File: src/design/dwc_regs.vh
// Constants for the watchpoint control register block.
// Notes on behaviour
// Mask field sets how many low address bits are ignored, 3 to 31; zero none.
// Mask encodings 1 and 2 act as no mask; reads return the written value.
// Type bit: zero unlinked data address match, one linked match.
// Linked breakpoint index used only when linked; otherwise ignored.
// Event qualification combines security, higher mode, privilege and extended security bits.
// Extended security bit exists only with the realm feature; otherwise reads zero.
// Byte-select bit k watches byte k of the watched word or doubleword; with a mask of 3 or more the code ignores it and watches all eight bytes.
// Watched address bit 2 set: only low four byte-select bits are used.
// Software programs byte-select only with non-zero contiguous runs.
// Load/store field matches loads 01, stores 10, both 11.
// Load/store encoding 00 makes the watchpoint behave as disabled.
// Enable bit clear means the watchpoint never raises an event.
// Control fields hold no defined value after cold reset.
// Register m selected by op0 10, op1 000, CRn 0000, CRm m, op2 111.
// Index beyond implemented count, or lowest privilege level, is undefined.
// Kernel level, hypervisor on, fine-grain trap allowed and set: trap to hypervisor, class 0x18.
// Kernel level, hypervisor on, routing or access trap bit set: trap to hypervisor.
// Top-level access trap: undefined if halted with secure debug off, else trap to top.
// Otherwise, OS lock clear, halting allowed, external trap set: enter debug halt.
// Otherwise a read returns the register and a write stores it.
`ifndef DWC_REGS_VH
`define DWC_REGS_VH
`define DWC_OP0 2'h2
`define DWC_OP1 3'h0
`define DWC_CRN 4'h0
`define DWC_OP2 3'h7
`define DWC_EC_TRAP 6'h18
`define DWC_EL0 2'h0
`define DWC_EL1 2'h1
`define DWC_EL2 2'h2
`define DWC_EL3 2'h3
`define DWC_SECURITY_STATE_QUALIFIER_EXT_BIT 29
`define DWC_MASK_HI 28
`define DWC_MASK_LO 24
`define DWC_WT_BIT 20
`define DWC_LBN_HI 19
`define DWC_LBN_LO 16
`define DWC_SSC_HI 15
`define DWC_SSC_LO 14
`define DWC_HMC_BIT 13
`define DWC_BAS_HI 12
`define DWC_BAS_LO 5
`define DWC_LSC_HI 4
`define DWC_LSC_LO 3
`define DWC_PAC_HI 2
`define DWC_PAC_LO 1
`define DWC_E_BIT 0
`define DWC_MASK_MIN 5'h03
`define DWC_LSC_LOAD 2'h1
`define DWC_LSC_STORE 2'h2
`define DWC_WMASK_BASE 64'h0000_0000_1f1f_ffff
`define DWC_CNT_W 5
`define DWC_ACC_OK 3'h0
`define DWC_ACC_UNDEF 3'h1
`define DWC_ACC_TRAP2 3'h2
`define DWC_ACC_TRAP3 3'h3
`define DWC_ACC_HALT 3'h4
`endif

File: src/design/dwc_watch_ctrl.v
// Watchpoint control registers, their system access path and match qualification.
`timescale 1ns/1ns
`default_nettype none
`include "dwc_regs.vh"
module dwc_watch_ctrl #(
  parameter NUM_WATCH = 16,
  parameter HAVE_REALM = 0,
  parameter HAVE_FGT = 1,
  parameter HAVE_EL3 = 1,
  parameter EL3_SDD_PRIO = 0
) (
  // Clock and reset.
  input wire clock_i,
  input wire reset_n_i,
  // System instruction request.
  input wire acc_valid_i,
  input wire acc_write_i,
  input wire [1:0] acc_op0_i,
  input wire [2:0] acc_op1_i,
  input wire [3:0] acc_crn_i,
  input wire [3:0] acc_crm_i,
  input wire [2:0] acc_op2_i,
  input wire [63:0] acc_wdata_i,
  input wire [1:0] cur_el_i,
  // Debug configuration state from the rest of the core.
  input wire el2_enabled_i,
  input wire halted_i,
  input wire halting_allowed_i,
  input wire secure_debug_disabled_i,
  input wire debug_access_trap_ext_i,
  input wire os_lock_flag_i,
  input wire hyp_debug_access_trap_i,
  input wire debug_exception_route_i,
  input wire top_debug_access_trap_i,
  input wire fine_grain_trap_allow_i,
  input wire fine_grain_read_trap_i,
  input wire fine_grain_write_trap_i,
  // Data access to be checked against watchpoints.
  input wire mem_valid_i,
  input wire mem_load_i,
  input wire mem_store_i,
  input wire [63:0] mem_addr_i,
  input wire [7:0] mem_bytes_i,
  input wire [1:0] mem_el_i,
  input wire mem_secure_i,
  // Per-watchpoint address values from the companion registers.
  input wire [64*16-1:0] watch_address_value_i,
  // Access answer.
  output reg acc_done_o,
  output reg [2:0] acc_result_o,
  output reg [5:0] acc_ec_o,
  output reg [1:0] acc_target_el_o,
  output reg [63:0] acc_rdata_o,
  // Match answer.
  output reg [15:0] watch_hit_o,
  output reg [15:0] watch_linked_o
);

  reg [63:0] ctrl_q [0:15];
  reg [2:0] res_d;
  wire [63:0] wmask;
  wire sel;
  wire in_range;
  wire fg_trap;
  integer i;

  // Writable bits; the extended security bit only exists with the realm feature.
  assign wmask = `DWC_WMASK_BASE | (HAVE_REALM ? (64'h1 << `DWC_SECURITY_STATE_QUALIFIER_EXT_BIT) : 64'h0);
  assign sel = (acc_op0_i == `DWC_OP0) && (acc_op1_i == `DWC_OP1) && (acc_crn_i == `DWC_CRN) &&
    (acc_op2_i == `DWC_OP2);
  assign in_range = ({1'b0, acc_crm_i} < NUM_WATCH[`DWC_CNT_W-1:0]);
  assign fg_trap = acc_write_i ? fine_grain_write_trap_i : fine_grain_read_trap_i;

  // Access decision in priority order; the first check that fires decides.
  always @* begin
    res_d = `DWC_ACC_OK;
    if (!in_range || cur_el_i == `DWC_EL0) begin
      res_d = `DWC_ACC_UNDEF;
    end else if (cur_el_i == `DWC_EL1 || cur_el_i == `DWC_EL2) begin
      if (halted_i && HAVE_EL3 != 0 && secure_debug_disabled_i && EL3_SDD_PRIO != 0 &&
          top_debug_access_trap_i) begin
        res_d = `DWC_ACC_UNDEF;
      end else if (cur_el_i == `DWC_EL1 && el2_enabled_i && HAVE_FGT != 0 &&
          (HAVE_EL3 == 0 || fine_grain_trap_allow_i) && fg_trap) begin
        res_d = `DWC_ACC_TRAP2;
      end else if (cur_el_i == `DWC_EL1 && el2_enabled_i &&
          (debug_exception_route_i || hyp_debug_access_trap_i)) begin
        res_d = `DWC_ACC_TRAP2;
      end else if (HAVE_EL3 != 0 && top_debug_access_trap_i) begin
        res_d = (halted_i && secure_debug_disabled_i) ? `DWC_ACC_UNDEF : `DWC_ACC_TRAP3;
      end else if (!os_lock_flag_i && halting_allowed_i && debug_access_trap_ext_i) begin
        res_d = `DWC_ACC_HALT;
      end
    end else if (!os_lock_flag_i && halting_allowed_i && debug_access_trap_ext_i) begin
      res_d = `DWC_ACC_HALT;
    end
  end

  // Register storage has no reset: contents stay undefined until written.
  always @(posedge clock_i) begin
    if (acc_valid_i && sel && acc_write_i && res_d == `DWC_ACC_OK) begin
      ctrl_q[acc_crm_i] <= acc_wdata_i & wmask;
    end
  end

  // Answer registers; one-cycle done pulse per selected access.
  always @(posedge clock_i) begin
    if (!reset_n_i) begin
      acc_done_o <= 1'b0;
      acc_result_o <= `DWC_ACC_OK;
      acc_ec_o <= 6'h00;
      acc_target_el_o <= `DWC_EL0;
      acc_rdata_o <= 64'h0;
    end else begin
      acc_done_o <= acc_valid_i && sel;
      if (acc_valid_i && sel) begin
        acc_result_o <= res_d;
        acc_ec_o <= (res_d == `DWC_ACC_TRAP2 || res_d == `DWC_ACC_TRAP3) ? `DWC_EC_TRAP : 6'h00;
        acc_target_el_o <= (res_d == `DWC_ACC_TRAP2) ? `DWC_EL2 :
          (res_d == `DWC_ACC_TRAP3) ? `DWC_EL3 : cur_el_i;
        // Reads return stored value; the mask field reads back as written even if reserved.
        acc_rdata_o <= (!acc_write_i && res_d == `DWC_ACC_OK) ? ctrl_q[acc_crm_i] : 64'h0;
      end
    end
  end

  // Match logic per watchpoint, registered so outputs come from flip-flops.
  reg [4:0] mk;
  reg [63:0] amask;
  reg [63:0] wa;
  reg [63:0] c;
  reg [7:0] byte_lane_select;
  reg [7:0] lanes;
  reg lsc_ok;
  reg priv_ok;
  reg sec_ok;
  reg [15:0] hit_d;
  reg [15:0] link_d;
  always @* begin
    hit_d = 16'h0;
    link_d = 16'h0;
    mk = 5'h0;
    amask = 64'h0;
    wa = 64'h0;
    c = 64'h0;
    byte_lane_select = 8'h0;
    lanes = 8'h0;
    lsc_ok = 1'b0;
    priv_ok = 1'b0;
    sec_ok = 1'b0;
    for (i = 0; i < 16; i = i + 1) begin
      c = ctrl_q[i];
      wa = watch_address_value_i[i*64 +: 64];
      mk = c[`DWC_MASK_HI:`DWC_MASK_LO];
      // Reserved mask encodings fall back to no mask, the cheapest legal choice.
      amask = (mk < `DWC_MASK_MIN) ? 64'h0 : ((64'h1 << mk) - 64'h1);
      byte_lane_select = c[`DWC_BAS_HI:`DWC_BAS_LO];
      if (wa[2]) begin
        byte_lane_select = {4'h0, byte_lane_select[3:0]};
      end
      // Lanes relative to doubleword; a word-aligned value watches the upper half.
      lanes = (mk >= `DWC_MASK_MIN) ? 8'hff : (wa[2] ? {byte_lane_select[3:0], 4'h0} : byte_lane_select);
      lsc_ok = (c[`DWC_LSC_LO] && mem_load_i) || (c[`DWC_LSC_HI] && mem_store_i);
      // Privilege bits: bit1 matches the kernel level, bit2 the lowest; higher mode adds levels 2 and 3.
      priv_ok = (mem_el_i == `DWC_EL0 && c[`DWC_PAC_HI]) || (mem_el_i == `DWC_EL1 && c[`DWC_PAC_LO]) ||
        (mem_el_i[1] && c[`DWC_HMC_BIT]);
      sec_ok = (c[`DWC_SSC_HI:`DWC_SSC_LO] == 2'h0) || (c[`DWC_SSC_HI] && !mem_secure_i) ||
        (c[`DWC_SSC_LO] && mem_secure_i) || (HAVE_REALM != 0 && c[`DWC_SECURITY_STATE_QUALIFIER_EXT_BIT]);
      if (i < NUM_WATCH && c[`DWC_E_BIT] && mem_valid_i && lsc_ok && priv_ok && sec_ok &&
          (((mem_addr_i ^ wa) & ~amask & ~64'h7) == 64'h0) && ((lanes & mem_bytes_i) != 8'h0)) begin
        if (c[`DWC_WT_BIT]) begin
          link_d[i] = 1'b1;
        end else begin
          hit_d[i] = 1'b1;
        end
      end
    end
  end

  // Linked hits are handed to the breakpoint side; it checks the index itself.
  always @(posedge clock_i) begin
    if (!reset_n_i) begin
      watch_hit_o <= 16'h0;
      watch_linked_o <= 16'h0;
    end else begin
      watch_hit_o <= hit_d;
      watch_linked_o <= link_d;
    end
  end

endmodule
`default_nettype wire

File: config.mk
export PLATFORM = sky130hd
export DESIGN_NAME = dwc_watch_ctrl
export DESIGN_NICKNAME = d
export VERILOG_FILES = /design/src/design/dwc_watch_ctrl.v
export VERILOG_INCLUDE_DIRS = /design/src /design/src/design
export SDC_FILE = /design/constraint.sdc
export NUM_CORES = 2
export LEC_CHECK = 0
export BUFFER_PORTS_ARGS = -buffer_cell sky130_fd_sc_hd__buf_4
export CAP_MARGIN = 20
export CELL_PAD_IN_SITES_DETAIL_PLACEMENT = 0
export CELL_PAD_IN_SITES_GLOBAL_PLACEMENT = 1
export CORE_AREA = 2 2 515 517
export DETAILED_ROUTE_END_ITERATION = 12
export DIE_AREA = 0 0 517 519
export PLACE_DENSITY = 0.4
export REMOVE_ABC_BUFFERS = 1
export SLEW_MARGIN = 15
export SYNTH_ARGS = -nofsm -noshare
export SYNTH_HDL_FRONTEND = slang
export SYNTH_SLANG_ARGS = --single-unit
File: constraint.sdc
create_clock -name clock_i -period 3.7 [get_ports clock_i]
set_clock_uncertainty 0.1 [all_clocks]
set_input_delay 0.185 -clock clock_i [delete_from_list [all_inputs] [get_ports clock_i]]
set_output_delay 0.185 -clock clock_i [all_outputs]
set_load 0.05 [all_outputs]
* Word level (Yosys, flattened, before mapping)
Memory sizes are Yosys's and may differ from the RTL's.
Cells that the tools add are included.
** Word-level totals
- Logic and storage cells :: 660
- RAM bits :: 416
- Input port bits :: 1200
- Output and inout bits :: 108
- Register bits :: 108
- Memories kept :: 1
** Cells by class
- Order comparisons :: 32
- Shift-type cells :: 16
- Bitwise operators :: 64
- Muxes and demuxes :: 110
- Add/sub/neg operators :: 16
- Reductions and logical operators :: 377
- Eq/ne operators :: 7
** Memory list
- ctrl_q :: depth 16, width 26, rd ports 17, clocked after memory_dff 0, wr ports 1, RTL line dwc_watch_ctrl.v:59 : reg [63:0] ctrl_q [0:15];
** Operator list (count)
- 2-to-1 mux 64 bit :: 17
- AND 64 bit :: 16
- logical NOT 64 bit :: 16
- NOT 64 bit :: 16
- << shifter 1 x 5 -> 64 bit (first input constant) :: 16
- subtractor 64 x 1 -> 64 bit (second input constant) :: 16
- XOR 64 bit :: 16
- 2-to-1 mux 8 bit :: 48
- logical AND 1 bit :: 222
- AND 8 bit :: 16
- nonzero test 8 bit :: 16
- logical OR 1 bit :: 83
- greater-or-equal comparator 5 x 2 -> 1 bit (second input constant) :: 16
- less-than comparator 5 x 2 -> 1 bit (second input constant) :: 16
- logical NOT 2 bit :: 18
- 2-to-1 mux 1 bit :: 35
- AND reduction 2 bit :: 16
- 2-to-1 mux 3 bit :: 6
- == test 3 x 2 -> 1 bit (second input constant) :: 2
- logical NOT 3 bit :: 2
- 2-to-1 mux 2 bit :: 3
- 2-to-1 mux 5 bit :: 1
- == test 2 x 1 -> 1 bit (second input constant) :: 2
- == test 2 bit (second input constant) :: 2
- other kinds (3) :: 5

* Longest topological paths before layout
- Depth after elaboration :: 13
- Depth in mapped cells :: 12

* Worst setup path after synthesis
Ideal clock, no wire load.
- Path kind :: input to register
- Start :: input port acc_op0_i[0]
- End :: memory ctrl_q[4][0] in the netlist's numbering (enable)
- Path buffers :: 1
- Arrival :: 3.426 ns
- Setup slack :: -0.251 ns
- Stages :: 6
- Required time :: 3.175 ns
- Cell sequence :: or4b_4 > or4_4 > buf_6 > a2111oi_4 > nand3_4 > nor4_2
** On the way
- Cells in the longest elaborated chain, start to end :: 9
** RTL lines
- from (decl) :: RTL line dwc_watch_ctrl.v:18 : input wire [1:0] acc_op0_i,
- == test 2 bit (no source line)
- logical AND 1 bit (3 in a row) :: RTL line dwc_watch_ctrl.v:69 : assign sel = (acc_op0_i == `DWC_OP0) && (acc_op1_i == `DWC_OP1) && (acc_crn_i == `DWC_CRN) &&
- logical AND 1 bit (2 in a row) :: RTL line dwc_watch_ctrl.v:101 : if (acc_valid_i && sel && acc_write_i && res_d == `DWC_ACC_OK) begin
- logical AND 1 bit (no source line)
- 2-to-1 mux 1 bit :: RTL line dwc_watch_ctrl.v:101
- 2-to-1 mux 1 bit (not written as such) :: RTL line dwc_watch_ctrl.v:102 : ctrl_q[acc_crm_i] <= acc_wdata_i & wmask;
- to (decl) :: RTL line dwc_watch_ctrl.v:59
No other way between the ends.

==> impl_summary.log <==
INFO  metric run_status = completed
INFO  metric ant_nets = 0
INFO  metric most-common-layout-cells = buf_4, xor2_1, xnor2_1
INFO  metric ys_types = 97
INFO  metric report.final.slew_viol_count = 0
INFO  metric drt_first_iter_violations = 3607
INFO  metric count_of_flip_flops_with_a_built_in_enable_after_synthesis = 416
INFO  metric setup.reg_to_reg.worst_slack = 0.02 ns
INFO  metric grt_max_degree = 51
INFO  metric final.min_clock_period = 3.68 ns
INFO  metric end_kind = flop
INFO  metric fin_tns_setup = 0 ns
INFO  metric ir_drop_worst_case_vdd = 0.442 mV
INFO  metric worst-slew-pin-transition = 1.17 ns
INFO  metric power_density = 307 mW/mm^2
INFO  metric gpl.final_weighted_congestion = 0.917
INFO  metric io-pin-count = 1308
INFO  metric cts_made_buffers = 59
INFO  metric holdWs = 0.0336 ns
INFO  metric dp.final_hpwl = 286000 um
INFO  metric postSynth.asyncResetShare = 0%
INFO  metric vias_per_cell = 4.44
INFO  metric clock_tree_from_tritoncts = yes
INFO  metric syn2layout_area_growth = 46.7%
INFO  metric globalRoute.totalOverflow = 0
INFO  metric synth_top_flop_cell = edfxtp_1
INFO  metric vias_in_the_first_global_route = 38600
INFO  metric max-cap-violations = 0
INFO  metric crit_path_max_fanout = 9
INFO  metric register_bit_total_from_synthesis = 481
INFO  metric timing.rr.end = watch_hit_o[13]
INFO  metric yosys.area_share.simple = 11.2%
INFO  metric start_kind = flop
INFO  metric design.core.area = 0.263 sq mm
INFO  metric global_route_wire_length_before_repair = 425000 um
INFO  metric total_power = 0.0169 W
INFO  metric port-buffer-count = 1192
INFO  metric netlist_instances = 3675
INFO  metric h-tree-depth = 2
INFO  metric setup_violations = 0
INFO  metric required_time_of_the_worst_setup_path = 4.17 ns
INFO  metric min-delay-path-class = primary input to flop
INFO  metric worst_ep_arrival_time = 4.15 ns
INFO  metric rr_startpoint = ctrl_q[13][21]
INFO  metric synth.cell_area = 0.0377 sq mm
INFO  metric path_class = flop to flop
INFO  metric final.period_utilization = 99.5%
INFO  metric post_drt_wl_per_cell = 39.8 um
INFO  metric postSynthAreaPerCell = 10.3 sq um
INFO  metric rows = 189
INFO  metric yosysSeqAreaShare = 36.6%
INFO  metric grt_use_total = 24.6%
INFO  metric starting_density_of_the_core = 14.3%
INFO  metric slew_headroom = 21.6%
INFO  metric route.detailed.drc = 0
INFO  metric holdPathStages = 6
INFO  metric cts.path.max_buffers = 3
INFO  metric wl = 343000 um
INFO  metric grt_antenna_before_repair = 165
INFO  metric yosysWarnings = 0
INFO  metric layout.cells.most_common = buf_4
INFO  metric drt_first_pass_iters = 6
INFO  metric leakage = 20.5 nW
INFO  metric clk_pin_slew_worst_paths = 0.07 ns
INFO  metric main_combinational_cell_family_by_area_after_synthesis = XOR/XNOR gates
INFO  metric cts.sink_count = 481
INFO  metric whs_endpoint = watch_linked_o[10]
INFO  metric achievable-frequency = 0.272 GHz
INFO  metric die-area = 0.268 sq mm
INFO  metric post_synth_mux_area_share = 10.2%
INFO  metric post_synth_xor_area_fraction = 22.7%
INFO  metric root_buffer = clkbuf_16
INFO  metric synth-compound-area-share = 13.4%
INFO  metric rsz0062_at_grt = no
INFO  metric vias = 38300
INFO  metric utilization = 21.0%
INFO  metric hp-start = watch_address_value_i[670]
INFO  metric final_nets = 6198
INFO  metric worstSkewPairLatency = 0.73 ns
INFO  metric reg2regPathDepth = 7
INFO  metric height_of_the_die = 519 um
INFO  metric floorplan.die.width = 517 um
INFO  metric final_hold_violating_endpoints = 0
INFO  metric synth_fa_ha_area_share = 0.810%
INFO  metric layout_cells_sized_above_1 = 36.2%
-- repair_timing --
item	CTS	global route
setup endpoints to repair	0	3
hold endpoints to repair	442	0
gates resized for setup	0	4
hold buffers	76	0
buffers inserted	0	6
-- logic make-up after synthesis --
kind of cell               count (synthesis)
adders and majority gates                 26
xor gates and xnor gates                 976
DFF                                      481
and+or+nand+nor                          771
AOI/OAI and AO/OA                        755
other                                      1
muxes                                    211
buffers and inverters                    454
-- state kept, by name (all words and copies together) (netlist names) --
name and cells:
acc_done_o 1, acc_target_el_o 2, acc_rdata_o 26, acc_ec_o 1
watch_hit_o 16, acc_result_o 3, ctrl_q 416, watch_linked_o 16
-- report_power, final --
group          internal, W  switching (W)  leakage (nW)
Clock              0.00379        0.00273          1.02
Sequential         0.00588   0.0000000275          4.26
Combinational      0.00186        0.00269          15.2
-- critical path, stage by stage, from the launching register on --
cell           delay [ns]
edfxtp_1             0.59
a2111oi_2            0.99
o21ai_0              0.22
a22oi_1              0.24
nand4b_1             0.47
nand4_1              0.34
nor3_2               0.06
dlygate4sd3_1        0.55
-- Yosys cell counts (12+ instances only) --
cell | instances | area, sq um
o21ai_2 | 20 | 175
nor3_1 | 52 | 260
dfxtp_1 | 65 | 1300
nor4_1 | 107 | 669
xnor2_1 | 452 | 3960
a211oi_1 | 21 | 158
a2111oi_0 | 26 | 228
and3_1 | 23 | 144
xor2_1 | 524 | 4590
mux2i_1 | 25 | 250
nand4_1 | 103 | 644
and2_1 | 13 | 81.3
nand2b_1 | 14 | 87.6
a221oi_1 | 14 | 123
a2111o_1 | 12 | 135
o22ai_1 | 20 | 125
a21oi_1 | 150 | 751
o21ai_0 | 221 | 1110
nand3_1 | 58 | 290
a22oi_1 | 42 | 315
or4_1 | 14 | 105
mux2_2 | 55 | 619
ha_1 | 18 | 225
a31oi_1 | 22 | 138
inv_1 | 101 | 379
o211ai_1 | 26 | 195
o31ai_1 | 21 | 158
mux4_2 | 122 | 2750
nand2_1 | 144 | 541
buf_1 | 36 | 135
clkbuf_1 | 247 | 927
edfxtp_1 | 416 | 12500
buf_2 | 23 | 115
o2111ai_1 | 23 | 201
nor2b_1 | 40 | 250
buf_4 | 43 | 323
nor2_1 | 126 | 473
-- routing by layer --
metal  wire length [um]  vias up  GRT usage (%)
met1             132000    19500           28.2
met3              25800      527           6.67
met2             165000     1935           41.6
li1                   -    16200              -
met4              20100      106           12.8
met5                681        -              0
-- worst max path at each step --
stage	startpoint	end
after floorplan	acc_op0_i[0]	ctrl_q[0][0]
after global placement	mem_addr_i[34]	watch_linked_o[9]
after detailed placement	mem_addr_i[51]	watch_linked_o[5]
after CTS	ctrl_q[13][23]	watch_hit_o[13]
after global routing	ctrl_q[13][23]	watch_hit_o[13]
final	ctrl_q[13][21]	watch_hit_o[13]
-- area by class of cell --
| class | count | area [sq um] |
|---|---|---|
| Antenna cell | 60 | 150 |
| Sequential cell | 481 | 13800 |
| Inverter | 101 | 379 |
| Clock buffer | 63 | 1490 |
| Timing Repair Buffer | 1556 | 12100 |
| Tap cell | 3533 | 4420 |
| Fill cell | 29200 | 208000 |
| Clock inverter | 49 | 632 |
| Multi-Input combinational cell | 2781 | 22300 |
-- through the flow --
| step | instances | instance area [sq um] | setup WS [ns] |
|---|---|---|---|
| 3_5_place_dp | 8370 | 52200 | 0.131 |
| 6_report | 8624 | 55300 | 0.0179 |
| 5_1_grt | 8596 | 55200 | 0.0302 |
| 2_1_floorplan | 3363 | 36300 | -0.209 |
| 3_3_place_gp | 8368 | 52200 | -0.191 |
| 4_1_cts | 8558 | 55000 | 0.0714 |
No activity file was read; power rests on OpenSTA's default activity.
